===== src/logic/port_regs_pkg.sv =====
// Package for the per-port receive status and control register block.
// Assumes an APB slave with 32-bit data and one aligned word per register.
`default_nettype none
package port_regs_pkg;
  // ==========================================================================
  // Register map
  localparam logic [7:0] OFF_RX_EVENT_STATUS = 8'h00;
  localparam logic [7:0] OFF_PORT_CONTROL = 8'h04;
  localparam logic [7:0] OFF_DEVICE_IDENTIFIER = 8'h08;
  localparam logic [7:0] OFF_REVISION_IDENTIFIER = 8'h0C;
  localparam logic [7:0] OFF_RX_FILTERING_MODE = 8'h10;
  localparam logic [7:0] OFF_INTERRUPT_STATUS = 8'h14;
  // ==========================================================================
  // Receive event bit positions
  localparam int BIT_PAUSE_FRAME_SEEN = 7;
  localparam int BIT_MEDIA_ERROR = 5;
  localparam int BIT_OVERSIZE_FRAME = 4;
  localparam int BIT_UNDERSIZE_FRAME = 3;
  localparam int BIT_ALIGNMENT_ERROR = 2;
  localparam int BIT_FCS_ERROR = 1;
  localparam int BIT_RX_FIFO_OVERRUN = 0;
  localparam logic [7:0] RX_EVENT_VALID_MASK = 8'hBF;
  // ==========================================================================
  // Port control bit positions
  localparam int BIT_TX_RESTART = 5;
  localparam int BIT_TX_ENABLE = 4;
  localparam int BIT_RX_ENABLE = 3;
  localparam int BIT_DATAPATH_RESET = 2;
  localparam int BIT_REGISTER_RESET = 1;
  localparam int BIT_STATISTICS_RESET = 0;
  localparam logic [7:0] PORT_CONTROL_MASK = 8'h3F;
  localparam int BIT_STOPPED = 6;
  // ==========================================================================
  // Reset values and identity (identity values are arbitrary)
  localparam logic [7:0] RESET_BYTE = 8'h00;
  localparam logic [7:0] DEVICE_IDENTIFIER_VALUE = 8'hA5;
  localparam logic [3:0] MAIN_REVISION_VALUE = 4'h2;
  localparam logic [3:0] SUB_REVISION_VALUE = 4'h3;
  localparam logic [7:0] MIN_FRAME_BYTES = 8'h40;
  // ==========================================================================
  // Timing: counter clear takes 100 cycles
  localparam int STATS_CLEAR_CYCLES = 100;
  localparam logic [6:0] STATS_CLEAR_LAST = 7'(STATS_CLEAR_CYCLES - 1);
  // ==========================================================================
  // Types
  typedef enum logic [1:0] {
    PATH_RUN = 2'b00,
    PATH_DRAIN = 2'b01,
    PATH_STOP = 2'b11
  } path_state_e;
  // End-of-frame report from the receive datapath
  typedef struct packed {
    logic done;
    logic pause_frame;
    logic media_error;
    logic oversize;
    logic [15:0] length;
    logic fcs_error;
    logic framing_error;
    logic fifo_overrun;
  } rx_frame_s;
  // Byte into the receive FIFO
  typedef struct packed {
    logic valid;
    logic [7:0] data;
    logic last;
  } fifo_byte_s;
endpackage : port_regs_pkg
`default_nettype wire


===== src/logic/port_regs.sv =====
// Per-port receive event status, port control and identity registers.
// Assumes an APB master on clock_i and a datapath on the same clock.
// How it works
// - Reading receive event status clears its bits, except those of a frame ending in that cycle.
// - A status bit sets only if filtering mode passes that event.
// - Multi-error frame passed with missing filter bits sets no status bits.
// - Status byte is written to the receive FIFO after the frame's last byte.
// - Bit 7 marks a pause frame; bit 6 is reserved.
// - Bit 5 marks a symbol or media receive error.
// - Bit 4 marks a frame over the maximum length.
// - Bit 3 marks a frame shorter than 64 bytes.
// - Bit 2 marks frame check plus framing error.
// - Bit 1 marks frame check error without framing error.
// - Bit 0 marks receive FIFO overrun during the frame.
// - Writing one to control bit 5 pulses a transmit restart.
// - Clearing bit 4 drains the transmit frame, stops, flags stopped.
// - Clearing bit 3 drains the receive frame, stops, flags stopped.
// - Control bit 2 resets transmit and receive logic.
// - Register reset restores all but port control and resets datapath.
// - Counter reset clears statistics, lasting 100 cycles.
// - Read-only device identifier in bits 7:0, port 0 only.
// - Revision register: main 7:4, sub 3:0, port 0 only.
// - Stopped flag sets when disabled paths have all stopped.
`default_nettype none
module port_regs #(
  parameter bit IS_PORT_ZERO = 1'b1
) (
  input wire logic clock_i,
  input wire logic reset_n_i,
  input wire logic psel_i,
  input wire logic penable_i,
  input wire logic pwrite_i,
  input wire logic [7:0] paddr_i,
  input wire logic [31:0] pwdata_i,
  input wire logic [3:0] pstrb_i,
  output logic [31:0] prdata_o,
  output logic pready_o,
  output logic pslverr_o,
  input wire port_regs_pkg::rx_frame_s rx_frame_i,
  input wire port_regs_pkg::fifo_byte_s rx_data_i,
  input wire logic symbol_mode_i,
  input wire logic tx_busy_i,
  input wire logic rx_busy_i,
  output port_regs_pkg::fifo_byte_s fifo_write_o,
  output logic tx_enable_o,
  output logic rx_enable_o,
  output logic tx_restart_o,
  output logic datapath_reset_o,
  output logic statistics_clear_o,
  output logic [7:0] rx_filtering_mode_o,
  output logic [7:0] rx_event_status_o,
  output logic stopped_o
);
  // ==========================================================================
  // Bus decode
  logic access;
  logic wr;
  logic rd;
  logic lane0;
  assign access = psel_i && penable_i;
  assign wr = access && pwrite_i;
  assign rd = access && !pwrite_i;
  assign lane0 = pstrb_i[0];

  logic [7:0] port_control_reg;
  logic [7:0] rx_filtering_mode_reg;
  logic [7:0] rx_event_status_reg;
  logic stopped_reg;
  logic register_reset_reg;
  logic datapath_reset_reg;
  logic [6:0] stats_count_reg;
  logic stats_busy_reg;
  port_regs_pkg::path_state_e tx_state_reg;
  port_regs_pkg::path_state_e rx_state_reg;
  logic pending_reg;
  logic [7:0] pending_byte_reg;
  port_regs_pkg::fifo_byte_s fifo_write_reg;
  logic soft_reset;
  assign soft_reset = register_reset_reg;

  // Port control: reserved bits stay zero; trigger and reset bits self-clear
  always_ff @(posedge clock_i)
  begin
    if (!reset_n_i)
    begin
      port_control_reg <= port_regs_pkg::RESET_BYTE;
    end
    else if (wr && lane0 && paddr_i == port_regs_pkg::OFF_PORT_CONTROL)
    begin
      port_control_reg <= pwdata_i[7:0] & port_regs_pkg::PORT_CONTROL_MASK;
    end
    else
    begin
      port_control_reg[port_regs_pkg::BIT_TX_RESTART] <= 1'b0;
      port_control_reg[port_regs_pkg::BIT_DATAPATH_RESET] <= 1'b0;
      port_control_reg[port_regs_pkg::BIT_REGISTER_RESET] <= 1'b0;
      if (stats_busy_reg && stats_count_reg == port_regs_pkg::STATS_CLEAR_LAST)
      begin
        port_control_reg[port_regs_pkg::BIT_STATISTICS_RESET] <= 1'b0;
      end
    end
  end

  // Register reset pulse, one cycle after the write lands
  always_ff @(posedge clock_i)
  begin
    if (!reset_n_i)
    begin
      register_reset_reg <= 1'b0;
      datapath_reset_reg <= 1'b0;
    end
    else
    begin
      register_reset_reg <= port_control_reg[port_regs_pkg::BIT_REGISTER_RESET];
      datapath_reset_reg <= port_control_reg[port_regs_pkg::BIT_DATAPATH_RESET]
                            || port_control_reg[port_regs_pkg::BIT_REGISTER_RESET];
    end
  end

  // Statistics clear sequencer, 100 cycles long
  always_ff @(posedge clock_i)
  begin
    if (!reset_n_i)
    begin
      stats_busy_reg <= 1'b0;
      stats_count_reg <= 7'h00;
    end
    else if (stats_busy_reg)
    begin
      if (stats_count_reg == port_regs_pkg::STATS_CLEAR_LAST)
      begin
        stats_busy_reg <= 1'b0;
        stats_count_reg <= 7'h00;
      end
      else
      begin
        stats_count_reg <= stats_count_reg + 7'h01;
      end
    end
    else if (port_control_reg[port_regs_pkg::BIT_STATISTICS_RESET])
    begin
      stats_busy_reg <= 1'b1; // relies on host not mixing with
    end
  end

  // Receive filtering mode, restored by register reset
  always_ff @(posedge clock_i)
  begin
    if (!reset_n_i || soft_reset)
    begin
      rx_filtering_mode_reg <= port_regs_pkg::RESET_BYTE;
    end
    else if (wr && lane0 && paddr_i == port_regs_pkg::OFF_RX_FILTERING_MODE)
    begin
      rx_filtering_mode_reg <= pwdata_i[7:0] & port_regs_pkg::RX_EVENT_VALID_MASK;
    end
  end

  // ==========================================================================
  // Frame event classification
  logic [7:0] raw_events;
  logic [7:0] passed_events;
  logic frame_events_ok;
  always_comb
  begin
    raw_events = 8'h00;
    raw_events[port_regs_pkg::BIT_PAUSE_FRAME_SEEN] = rx_frame_i.pause_frame;
    raw_events[port_regs_pkg::BIT_MEDIA_ERROR] = rx_frame_i.media_error;
    raw_events[port_regs_pkg::BIT_OVERSIZE_FRAME] = rx_frame_i.oversize;
    raw_events[port_regs_pkg::BIT_UNDERSIZE_FRAME] =
      rx_frame_i.length < {8'h00, port_regs_pkg::MIN_FRAME_BYTES};
    raw_events[port_regs_pkg::BIT_ALIGNMENT_ERROR] =
      rx_frame_i.fcs_error && rx_frame_i.framing_error;
    raw_events[port_regs_pkg::BIT_FCS_ERROR] =
      rx_frame_i.fcs_error && !rx_frame_i.framing_error;
    raw_events[port_regs_pkg::BIT_RX_FIFO_OVERRUN] = rx_frame_i.fifo_overrun;
    // Every event of the frame must be passed by the filter, or none is reported
    frame_events_ok = (raw_events & ~rx_filtering_mode_reg) == 8'h00;
    passed_events = frame_events_ok ? raw_events : 8'h00;
  end

  // Sticky status; a new frame's bits win over a clearing read
  always_ff @(posedge clock_i)
  begin
    if (!reset_n_i || soft_reset)
    begin
      rx_event_status_reg <= port_regs_pkg::RESET_BYTE;
    end
    else
    begin
      if (rd && paddr_i == port_regs_pkg::OFF_RX_EVENT_STATUS)
      begin
        rx_event_status_reg <= rx_frame_i.done ? passed_events : 8'h00;
      end
      else if (rx_frame_i.done)
      begin
        rx_event_status_reg <= rx_event_status_reg | passed_events;
      end
    end
  end

  // ==========================================================================
  // Receive FIFO writer: appends the frame status byte after the last byte
  always_ff @(posedge clock_i)
  begin
    if (!reset_n_i || datapath_reset_reg)
    begin
      pending_reg <= 1'b0;
      pending_byte_reg <= 8'h00;
      fifo_write_reg <= '0;
    end
    else if (pending_reg)
    begin
      fifo_write_reg <= '{valid: 1'b1, data: pending_byte_reg, last: 1'b1};
      pending_reg <= 1'b0;
    end
    else
    begin
      fifo_write_reg <= '{valid: rx_data_i.valid, data: rx_data_i.data, last: 1'b0};
      if (rx_frame_i.done)
      begin
        pending_reg <= 1'b1;
        pending_byte_reg <= passed_events;
      end
    end
  end

  // ==========================================================================
  // Path stop state machines
  always_ff @(posedge clock_i)
  begin
    if (!reset_n_i || datapath_reset_reg)
    begin
      tx_state_reg <= port_regs_pkg::PATH_STOP;
    end
    else
    begin
      case (tx_state_reg)
        port_regs_pkg::PATH_RUN:
          if (!port_control_reg[port_regs_pkg::BIT_TX_ENABLE])
            tx_state_reg <= port_regs_pkg::PATH_DRAIN;
        port_regs_pkg::PATH_DRAIN:
          if (port_control_reg[port_regs_pkg::BIT_TX_ENABLE])
            tx_state_reg <= port_regs_pkg::PATH_RUN;
          else if (!tx_busy_i)
            tx_state_reg <= port_regs_pkg::PATH_STOP;
        default:
          if (port_control_reg[port_regs_pkg::BIT_TX_ENABLE])
            tx_state_reg <= port_regs_pkg::PATH_RUN;
      endcase
    end
  end

  always_ff @(posedge clock_i)
  begin
    if (!reset_n_i || datapath_reset_reg)
    begin
      rx_state_reg <= port_regs_pkg::PATH_STOP;
    end
    else
    begin
      case (rx_state_reg)
        port_regs_pkg::PATH_RUN:
          if (!port_control_reg[port_regs_pkg::BIT_RX_ENABLE])
            rx_state_reg <= port_regs_pkg::PATH_DRAIN;
        port_regs_pkg::PATH_DRAIN:
          if (port_control_reg[port_regs_pkg::BIT_RX_ENABLE])
            rx_state_reg <= port_regs_pkg::PATH_RUN;
          else if (!rx_busy_i)
            rx_state_reg <= port_regs_pkg::PATH_STOP;
        default:
          if (port_control_reg[port_regs_pkg::BIT_RX_ENABLE])
            rx_state_reg <= port_regs_pkg::PATH_RUN;
      endcase
    end
  end

  // Stopped flag: set when each draining or stopped path is done; read clears
  logic tx_disabled;
  logic rx_disabled;
  logic stop_event;
  logic stop_arm_reg;
  assign tx_disabled = tx_state_reg != port_regs_pkg::PATH_RUN;
  assign rx_disabled = rx_state_reg != port_regs_pkg::PATH_RUN;
  assign stop_event = (tx_disabled || rx_disabled)
    && (!tx_disabled || tx_state_reg == port_regs_pkg::PATH_STOP)
    && (!rx_disabled || rx_state_reg == port_regs_pkg::PATH_STOP)
    && !(tx_state_reg == port_regs_pkg::PATH_STOP && rx_state_reg == port_regs_pkg::PATH_STOP
         && !port_control_reg[port_regs_pkg::BIT_TX_ENABLE]
         && !port_control_reg[port_regs_pkg::BIT_RX_ENABLE]
         && !stop_arm_reg);
  // Arms when any path has run, so the idle state after reset is not a stop
  always_ff @(posedge clock_i)
  begin
    if (!reset_n_i || datapath_reset_reg)
    begin
      stop_arm_reg <= 1'b0;
    end
    else if (!tx_disabled || !rx_disabled)
    begin
      stop_arm_reg <= 1'b1;
    end
    else if (stop_event)
    begin
      stop_arm_reg <= 1'b0;
    end
  end

  // Sticky stopped flag; a stop in the cycle of a clearing read still sets it
  always_ff @(posedge clock_i)
  begin
    if (!reset_n_i || soft_reset)
    begin
      stopped_reg <= 1'b0;
    end
    else if (stop_event && stop_arm_reg)
    begin
      stopped_reg <= 1'b1; // set wins over read
    end
    else if (rd && paddr_i == port_regs_pkg::OFF_INTERRUPT_STATUS)
    begin
      stopped_reg <= 1'b0;
    end
  end

  // ==========================================================================
  // Read data and response
  logic [7:0] read_byte;
  logic addr_ok;
  always_comb
  begin
    read_byte = 8'h00;
    addr_ok = 1'b1;
    if (paddr_i == port_regs_pkg::OFF_RX_EVENT_STATUS)
      read_byte = rx_event_status_reg;
    else if (paddr_i == port_regs_pkg::OFF_PORT_CONTROL)
      read_byte = port_control_reg;
    else if (paddr_i == port_regs_pkg::OFF_DEVICE_IDENTIFIER)
      read_byte = IS_PORT_ZERO ? port_regs_pkg::DEVICE_IDENTIFIER_VALUE : 8'h00;
    else if (paddr_i == port_regs_pkg::OFF_REVISION_IDENTIFIER)
      read_byte = IS_PORT_ZERO ? {port_regs_pkg::MAIN_REVISION_VALUE,
                                  port_regs_pkg::SUB_REVISION_VALUE} : 8'h00;
    else if (paddr_i == port_regs_pkg::OFF_RX_FILTERING_MODE)
      read_byte = rx_filtering_mode_reg;
    else if (paddr_i == port_regs_pkg::OFF_INTERRUPT_STATUS)
      read_byte = {1'b0, stopped_reg, 6'h00};
    else
      addr_ok = 1'b0;
  end

  // Zero-wait answer: pready stands high, data comes combinationally
  always_comb
  begin
    pready_o = 1'b1;
    prdata_o = {24'h000000, read_byte};
    pslverr_o = access && !addr_ok;
  end

  // ==========================================================================
  // Outputs
  always_comb
  begin
    tx_enable_o = tx_state_reg != port_regs_pkg::PATH_STOP;
    rx_enable_o = rx_state_reg != port_regs_pkg::PATH_STOP;
    tx_restart_o = port_control_reg[port_regs_pkg::BIT_TX_RESTART];
    datapath_reset_o = datapath_reset_reg;
    statistics_clear_o = stats_busy_reg;
    rx_filtering_mode_o = rx_filtering_mode_reg;
    rx_event_status_o = rx_event_status_reg;
    stopped_o = stopped_reg;
    fifo_write_o = fifo_write_reg;
  end
endmodule : port_regs
`default_nettype wire


===== config.mk =====
export PLATFORM = sky130hd
export DESIGN_NAME = port_regs
export DESIGN_NICKNAME = d
export VERILOG_FILES = /design/src/logic/port_regs_pkg.sv /design/src/logic/port_regs.sv
export SDC_FILE = /design/constraint.sdc
export NUM_CORES = 1
export LEC_CHECK = 0
export CAP_MARGIN = 5
export CORE_MARGIN = 2
export CORE_UTILIZATION = 60
export DETAILED_ROUTE_END_ITERATION = 8
export DONT_BUFFER_PORTS = 1
export MAX_ROUTING_LAYER = met4
export PLACE_DENSITY = 0.81
export SLEW_MARGIN = 0
export SYNTH_ARGS = -nofsm -noshare
export SYNTH_HDL_FRONTEND = slang
export SYNTH_SLANG_ARGS = --single-unit

===== constraint.sdc =====
create_clock -name clock_i -period 1.6 [get_ports clock_i]
set_input_delay 0.32 -clock clock_i [delete_from_list [all_inputs] [get_ports clock_i]]
set_output_delay 0.32 -clock clock_i [all_outputs]
set_load 0.005 [all_outputs]

==> tab_implementation.tex, run 1 <==
\begin{tabular}{lr}
\hline
Metric & Value \\
\hline
\multicolumn{2}{l}{\textbf{CTS}} \\
\quad Buffer cell driving the clock tree root & clkbuf\_8 \\
\quad Clock sink count & 54 \\
\quad Clock slew at reported path FFs & 0.09 ns \\
\quad TritonCTS clock tree & done \\
\quad Number of buffers between clock root and the deepest sink & 2 \\
\quad Clock insertion delay at the later pin of the skew report & 0.30 ns \\
\quad Level count of the clock H-tree & 2 \\
\quad Total clock buffers created by CTS & 5 \\
\quad Count of hold buffers inserted by post-cts repair & 0 \\
\multicolumn{2}{l}{\textbf{Placed design}} \\
\quad Placed cell areas & 0.00263 mm2 \\
\quad Number of cells in the design after placement & 342 \\
\quad Count of buffers from port buffering & 0 \\
\quad DP Worst Slack & 0.0544 ns \\
\quad Final estimated routing congestion in global placement & 0.862 \\
\quad HPWL reported at the end of detailed placement & 4490 um \\
\multicolumn{2}{l}{\textbf{Layout}} \\
\quad Finished Cell Area & 0.00278 mm2 \\
\quad Post-route non-filler standard cell count & 350 \\
\quad Growth of design area from synthesis to finish & 6.53\% \\
\quad Area used by sequential logic in the layout & 0.00109 mm2 \\
\quad Number of diodes added for antenna fixing & 0 \\
\quad Max FFs per register & 10 \\
\quad Final core area utilization & 68.0\% \\
\quad Filler Cells Inserted & 348 \\
\quad Multi-input combinational cell area & 0.00137 mm2 \\
\quad Fin nets & 388 \\
\quad Fraction of final layout cells sized beyond drive strength 1 & 13.3\% \\
\multicolumn{2}{l}{\textbf{Power}} \\
\quad Total power draw & 2.28 mW \\
\quad Sw frac & 22.7\% \\
\quad Power density normalized to cell area & 819 mW/mm2 \\
\quad Part of the power in registers & 60.1\% \\
\quad Clock group share of total power & 34.0\% \\
\quad Leakage power summed over all cells & 1.16 nW \\
\quad Share of total power in combinational logic & 5.9\% \\
\quad Net Switching & 0.516 mW \\
\quad Internal power contribution & 1.76 mW \\
\quad Largest vdd supply drop & 0.686 mV \\
\multicolumn{2}{l}{\textbf{Yosys}} \\
\quad Ys flop type & dfxtp\_1 \\
\quad Top cell type's share of synthesized area & 41.5\% \\
\quad Number of enable-type register cells in the synthesized netlist & 0 \\
\quad Commonest cells post-synth & dfxtp\_1 (54), nor2\_1 (36), buf\_4 (27) \\
\quad Area of the mapped netlist & 0.00261 mm2 \\
\quad Sequential area share after synthesis & 41.5\% \\
\quad Yosys synthesis warning count & 0 \\
\quad Cell with the most instances after synthesis & dfxtp\_1 \\
\quad Mapped Avg Cell Area & 9.09 um2 \\
\quad Synth async-reset ratio & 0\% \\
\quad Top cells by area in the synthesized netlist & dfxtp\_1 (41\%), buf\_4 (7.8\%), mux2i\_1 (6.5\%) \\
\quad Cell type with the highest aggregate area in the netlist & dfxtp\_1 \\
\quad Flip-flop and latch count after synthesis & 54 \\
\quad Number of distinct standard cells referenced by the synthesized netlist & 48 \\
\quad Number of instances in the synthesized netlist & 287 \\
\multicolumn{2}{l}{\textbf{Timing}} \\
\quad Final setup slack of the worst path & 0.0278 ns \\
\quad Final setup violation count & 0 \\
\quad Hold slack final & 0.131 ns \\
\quad Slew at the pin with the worst max-slew slack & 0.570 ns \\
\quad Max Transition Viols Final & 0 \\
\quad Achievable clock frequency & 0.636 GHz \\
\quad Number of hold violations in the final report & 0 \\
\quad Min cycle time layout & 1.57 ns \\
\quad Unrepaired setup endpoints after global routing & yes \\
\quad Setup TNS Final & 0 ns \\
\quad Final Skew & 0.00318 ns \\
\quad Share of the clock period used by the worst path & 98.3\% \\
\quad Slew margin rel. & 62.0\% \\
\multicolumn{2}{l}{\textbf{Floorplanning}} \\
\quad Standard cell core area & 0.00409 mm2 \\
\quad Starting density of the core & 63.8\% \\
\quad Die Span X & 69.9 um \\
\quad Vert. Die Dim & 69.9 um \\
\quad Die Outline Area & 0.00489 mm2 \\
\quad Total number of placement rows & 23 \\
\quad Io pins & 151 \\
\multicolumn{2}{l}{\textbf{Route}} \\
\quad Detailed-route wire length per cell & 16.6 um \\
\quad DRC violation count after routing & 0 \\
\quad Sum of routed wire length over all layers & 5800 um \\
\quad Detailed router's first-iteration violation count & 82 \\
\quad Iteration count of the initial detailed-routing pass & 4 \\
\quad Antenna Violating Nets Remaining & 0 \\
\quad Count of vias placed by the detailed router & 2,077 \\
\quad Detail-routed via count per cell & 5.93 \\
\multicolumn{2}{l}{\textbf{Critical path}} \\
\quad Critical path peak fanout & 3 \\
\quad Slowest cell on the critical path & dfxtp\_4 \\
\quad Crit start category & flip-flop \\
\quad WP data required & 1.28 ns \\
\quad Max stage delay on crit path & 0.39 ns \\
\quad Cells along the critical path & nor2\_4 > o41ai\_4 > buf\_4 \\
\quad Critical Setup Path Class & reg -> out \\
\quad CP endpoint kind & primary output \\
\quad CP arrival & 1.25 ns \\
\multicolumn{2}{l}{\textbf{Status}} \\
\quad Result of the run & finished, final reports clean \\
\multicolumn{2}{l}{\textbf{GRT}} \\
\quad Global-route total usage across every layer & 24.5\% \\
\quad Number of global-route vias before repair & 1,943 \\
\quad First-pass GRT wire length & 9290 um \\
\quad Maximum number of pins on one net before global-route repair & 16 \\
\quad Total overflow reported by the global router & 0 \\
\quad Number of antenna violations at the first check in global routing & 0 \\
\multicolumn{2}{l}{\textbf{Job}} \\
\quad Number of maximum-capacitance constraint violations & 0 \\
\multicolumn{2}{l}{\textbf{Min path}} \\
\quad Worst min-delay path class & in -> reg \\
\hline
\end{tabular}
## path summary, 6_finish.rpt
check / from / end / slack (ns) / cells past startpoint
setup / recovery: rx_event_status_o[7]$_SDFFE_PP0N_ / prdata_o[7] / 0.03 / 3
hold / removal: rx_data_i[9] / fifo_write_o[9]$_SDFF_PP0_ / 0.13 / 2
setup reg to reg: rx_state_reg[0]$_SDFFE_PP1P_ / stopped_o$_SDFFE_PP0P_ / 0.17 / 6
hold reg to reg: pending_byte_reg[5]$_SDFFE_PP0P_ / pending_byte_reg[5]$_SDFFE_PP0P_ / 0.47 / 1
## layout by cell type, fill, tap and decap left out, types with 4 or more instances in the layout
cell type,n
and3_1,5
buf_4,14
clkbuf_8,6
a32o_1,13
inv_1,15
nor2_1,35
mux2i_1,17
conb_1,27
a21oi_1,13
dfxtp_1,50
o21ai_0,5
nand2b_1,4
nor2b_1,10
nand2_1,20
and2_1,4
nand4_1,4
## metal layers
metal | share of wire (%) | vias to the layer above | global-route usage (%)
li1 | - | 973 | -
met1 | 42 | 986 | 30.0
met2 | 48 | 109 | 40.4
met3 | 9.7 | 9 | 7.07
met4 | 1.1 | 0 | 5.56
met5 | 0 | - | -
## worst max-delay path, delay by kind of cell, from the launching register on
family | cells | cell delay [ns]
AO/OA/AOI/OAI | 1 | 0.35
buffers and inverters | 1 | 0.17
flip-flops | 1 | 0.39
AND/OR/NAND/NOR | 1 | 0.04
## what timing repair did
action / 4_1_cts / 5_1_grt
buffers inserted: 0 / 0
gates cloned: 0 / 0
pin swaps: 0 / 5
resized for setup: 2 / 12
setup endpoints to repair: 2 / 12
endpoints found under the hold margin: 0 / 0
## power groups by stage
| stage | registers, mW | logic (mW) | clock network (mW) |
|---|---|---|---|
| finish | 1.37 | 0.134 | 0.774 |
| global route | 1.37 | 0.150 | 0.833 |
| CTS | 1.37 | 0.129 | 0.777 |
| detailed placement | 1.40 | 0.128 | 0 |
| global placement | 1.40 | 0.125 | 0 |
| floorplan | 1.40 | 0.155 | 0 |
## kinds of logic (layout without fill, tap and decap cells)
kind of cell | after synthesis | count (layout) | synth area share [%]
DFF | 54 | 54 | 41.5
AOI/OAI and AO/OA | 53 | 53 | 15.0
adders and majority gates | 4 | 4 | 1.92
buffers and inverters | 49 | 37 | 11.3
and+or+nand+nor | 103 | 103 | 21.8
xor gates and xnor gates | 5 | 5 | 1.68
muxes | 17 | 17 | 6.53
other | 2 | 27 | 0.288
## final cells by class
class | instances | share of cell area (%)
clock inverter | 1 | 0.180
timing repair buffer | 14 | 3.78
inverter | 15 | 2.03
clock buffer | 7 | 3.11
tap | 50 | 2.25
multi-input combinational | 209 | 49.5
sequential | 54 | 39.2
Note: power is estimated with default switching activity, not from simulation.
==> run 2: changes to the inputs <==
- CORE_UTILIZATION: 60 -> 55
- PLACE_DENSITY: 0.81 -> 0.78
- REMOVE_ABC_BUFFERS: not set -> 1
- clock period: 1.6 -> 1.4 ns (I/O delays scaled with it)
==> run 2 against run 1 <==
Against the previous run:
- clock skew grew 0.010 ns
- critical path depth grew 2
- design area grew 12%
- utilization shrank 1.1 points
- hold slack lost 0.051 ns
- the flow now finishes with violations (negative setup slack)
- first-iteration DRC count shrank 11%
- cell count grew 6.6%
==> tab_implementation.tex, run 2 (synthesized netlist as in run 1, its figures left out) <==
\begin{tabular}{lr}
\hline
Metric & Value \\
\hline
\multicolumn{2}{l}{\textbf{Min path}} \\
\quad Hold Crit Endpoint & stats\_count\_reg[4]\$\_SDFFE\_PN0P\_ (was fifo\_write\_o[9]\$\_SDFF\_PP0\_) \\
\quad Launch point of the worst hold path & reset\_n\_i (was rx\_data\_i[9]) \\
\quad Instance count along the most critical hold path & 1 (was 2) \\
\quad Worst min-delay path class & in -> reg (unchanged) \\
\multicolumn{2}{l}{\textbf{Timing}} \\
\quad Number of hold violations in the final report & 0 (unchanged) \\
\quad Final Skew & 0.0134 ns (was 0.00318 ns) \\
\quad Achievable clock frequency & 0.675 GHz \\
\quad Slew at the pin with the worst max-slew slack & 0.590 ns (was 0.570 ns) \\
\quad Final setup violation count & 6 (was 0) \\
\quad Final setup slack of the worst path & -0.0816 ns (was 0.0278 ns) \\
\quad Max Transition Viols Final & 0 (unchanged) \\
\quad Share of the clock period used by the worst path & 106\% \\
\quad Min cycle time layout & 1.48 ns \\
\quad Unrepaired setup endpoints after global routing & yes (unchanged) \\
\quad Slew margin rel. & 60.7\% (was 62.0\%) \\
\multicolumn{2}{l}{\textbf{Layout}} \\
\quad Finished Cell Area & 0.00312 mm2 (was 0.00278 mm2) \\
\quad Most common cell after layout, fill and taps aside & dfxtp\_1 (unchanged) \\
\quad Final core area utilization & 66.9\% (was 68.0\%) \\
\quad Area used by sequential logic in the layout & 0.00111 mm2 (was 0.00109 mm2) \\
\quad Growth of design area from synthesis to finish & 19.6\% (was 6.53\%) \\
\quad Fin nets & 407 (was 388) \\
\quad Fraction of final layout cells sized beyond drive strength 1 & 28.5\% (was 13.3\%) \\
\quad Multi-input combinational cell area & 0.00149 mm2 (was 0.00137 mm2) \\
\quad Filler Cells Inserted & 367 (was 348) \\
\quad Commonest cells after routing, fill and taps aside & dfxtp\_1 (39), nor2\_1 (34), buf\_4 (29) (was dfxtp\_1 (50), nor2\_1 (35), conb\_1 (27)) \\
\quad Number of diodes added for antenna fixing & 0 (unchanged) \\
\quad Max FFs per register & 10 (unchanged) \\
\multicolumn{2}{l}{\textbf{Route}} \\
\quad Detail-routed via count per cell & 5.78 (was 5.93) \\
\quad Sum of routed wire length over all layers & 6430 um (was 5800 um) \\
\quad Antenna Violating Nets Remaining & 0 (unchanged) \\
\quad Iteration count of the initial detailed-routing pass & 4 (unchanged) \\
\quad Detailed router's first-iteration violation count & 73 (was 82) \\
\quad Detailed-route wire length per cell & 17.2 um (was 16.6 um) \\
\quad Count of vias placed by the detailed router & 2,155 (was 2,077) \\
\quad DRC violation count after routing & 0 (unchanged) \\
\multicolumn{2}{l}{\textbf{Status}} \\
\quad Result of the run & finished with violations (was finished, final reports clean) \\
\quad Violated checks & negative setup slack \\
\multicolumn{2}{l}{\textbf{GRT}} \\
\quad Number of global-route vias before repair & 2,077 (was 1,943) \\
\quad First-pass GRT wire length & 9550 um (was 9290 um) \\
\quad Global-route total usage across every layer & 24.3\% (was 24.5\%) \\
\quad Number of antenna violations at the first check in global routing & 0 (unchanged) \\
\quad Maximum number of pins on one net before global-route repair & 18 (was 16) \\
\quad Total overflow reported by the global router & 0 (unchanged) \\
\multicolumn{2}{l}{\textbf{CTS}} \\
\quad Total clock buffers created by CTS & 5 (unchanged) \\
\quad Clock slew at reported path FFs & 0.10 ns (was 0.09 ns) \\
\quad Count of hold buffers inserted by post-cts repair & 0 (unchanged) \\
\quad TritonCTS clock tree & done (unchanged) \\
\quad Number of buffers between clock root and the deepest sink & 2 (unchanged) \\
\quad Clock sink count & 54 (unchanged) \\
\quad Buffer cell driving the clock tree root & clkbuf\_8 (unchanged) \\
\quad Clock insertion delay at the later pin of the skew report & 0.31 ns (was 0.30 ns) \\
\quad Level count of the clock H-tree & 2 (unchanged) \\
\multicolumn{2}{l}{\textbf{Critical path}} \\
\quad Critical Setup Path Class & reg -> out (unchanged) \\
\quad WP data required & 1.12 ns (was 1.28 ns) \\
\quad Crit start category & flip-flop (unchanged) \\
\quad Critical path peak fanout & 4 (was 3) \\
\quad Worst r2r dst & port\_control\_reg[0]\$\_SDFFE\_PN0P\_ (was stopped\_o\$\_SDFFE\_PP0P\_) \\
\quad Startpoint of the most critical register-to-register path & stats\_count\_reg[1]\$\_SDFFE\_PN0P\_ (was rx\_state\_reg[0]\$\_SDFFE\_PP1P\_) \\
\quad Register-to-register path setup slack & 0.06 ns (was 0.17 ns) \\
\quad Logic depth of the worst register-to-register path & 6 (unchanged) \\
\quad CP arrival & 1.20 ns (was 1.25 ns) \\
\quad CP endpoint kind & primary output (unchanged) \\
\multicolumn{2}{l}{\textbf{Placed design}} \\
\quad HPWL reported at the end of detailed placement & 4590 um (was 4490 um) \\
\quad Final estimated routing congestion in global placement & 0.909 (was 0.862) \\
\quad Placed cell areas & 0.00275 mm2 (was 0.00263 mm2) \\
\quad Count of buffers from port buffering & 0 (unchanged) \\
\multicolumn{2}{l}{\textbf{Job}} \\
\quad Number of maximum-capacitance constraint violations & 0 (unchanged) \\
\multicolumn{2}{l}{\textbf{Power}} \\
\quad Power density normalized to cell area & 915 mW/mm2 (was 819 mW/mm2) \\
\quad Leakage power summed over all cells & 1.31 nW (was 1.16 nW) \\
\quad Largest vdd supply drop & 0.658 mV (was 0.686 mV) \\
\multicolumn{2}{l}{\textbf{Floorplanning}} \\
\quad Starting density of the core & 55.9\% (was 63.8\%) \\
\quad Die Outline Area & 0.00531 mm2 (was 0.00489 mm2) \\
\quad Total number of placement rows & 25 (was 23) \\
\quad Die Span X & 72.9 um (was 69.9 um) \\
\quad Standard cell core area & 0.00466 mm2 (was 0.00409 mm2) \\
\quad Io pins & 151 (unchanged) \\
\quad Vert. Die Dim & 72.9 um (was 69.9 um) \\
\hline
\end{tabular}
run 2: changes by cell type in the layout (fill, tap and decap cells not counted), moves of 3 or more:
cell,change
dfxtp_2,+8
a21oi_1,-5
buf_6,+3
nand2_2,+6
dfxtp_1,-11
nand2_1,-7
buf_4,+15
dfxtp_4,+3
a21oi_2,+4
run 2: critical path: stages (launching register included):
cell and delay, ns:
dfxtp_4 0.38, nand2_2 0.05, o22ai_2 0.11, nand2_1 0.07
a21boi_1 0.15, buf_4 0.13
run 2: worst max path at each step:
stage | startpoint | endpoint | cells after the start | slack, ns
detailed placement | paddr_i[5] | prdata_o[7] | 4 | -0.09
floorplan | stats_count_reg[0]$_SDFFE_PN0P_ | port_control_reg[0]$_SDFFE_PN0P_ | 5 | -0.04
global placement | paddr_i[5] | prdata_o[7] | 4 | -0.09
global route | port_control_reg[2]$_SDFF_PN0_ | prdata_o[2] | 5 | -0.16
finish | rx_filtering_mode_o[2]$_SDFFE_PP0P_ | prdata_o[2] | 5 | -0.08
CTS | rx_filtering_mode_o[2]$_SDFFE_PP0P_ | prdata_o[2] | 5 | -0.08
run 2: where the power goes:
part,switching (mW),internal (mW)
registers,0.0117,1.55
clock network,0.528,0.589
logic,0.103,0.0741
run 2: layout make-up:
type	instances	share of cell area, %
Timing Repair Buffer	33	8.71
Sequential cell	54	35.6
Clock buffer	6	2.65
Multi-Input combinational cell	209	47.8
Inverter	15	1.81
Clock inverter	2	1.24
Tap cell	54	2.17
run 2: timing repair:
item / in CTS / in global routing
endpoints found under the setup margin: 8 / 15
resized for setup: 25 / 32
buffers inserted: 3 / 2
endpoints found under the hold margin: 0 / 0
pin swaps: 6 / 16
run 2: stage by stage:
| stage | hold WS (ns) | instances | TNS [ns] | worst slack, ns | power, mW |
|---|---|---|---|---|---|
| after floorplan | 0.396 | 278 | -0.0407 | -0.0407 | 1.71 |
| after global placement | 0.399 | 360 | -0.743 | -0.0902 | 1.75 |
| after detailed placement | 0.409 | 360 | -1.19 | -0.0939 | 1.76 |
| after CTS | 0.0813 | 371 | -0.121 | -0.0768 | 2.86 |
| after global routing | 0.0758 | 373 | -0.635 | -0.164 | 2.95 |
| final | 0.0805 | 373 | -0.256 | -0.0816 | 2.85 |
run 2: metal layers:
layer / GRT usage, % / wire [um]
met1: 27.0 / 2500
met2: 38.8 / 3100
met3: 9.94 / 638
met4: 10.1 / 180
met5: - / 0
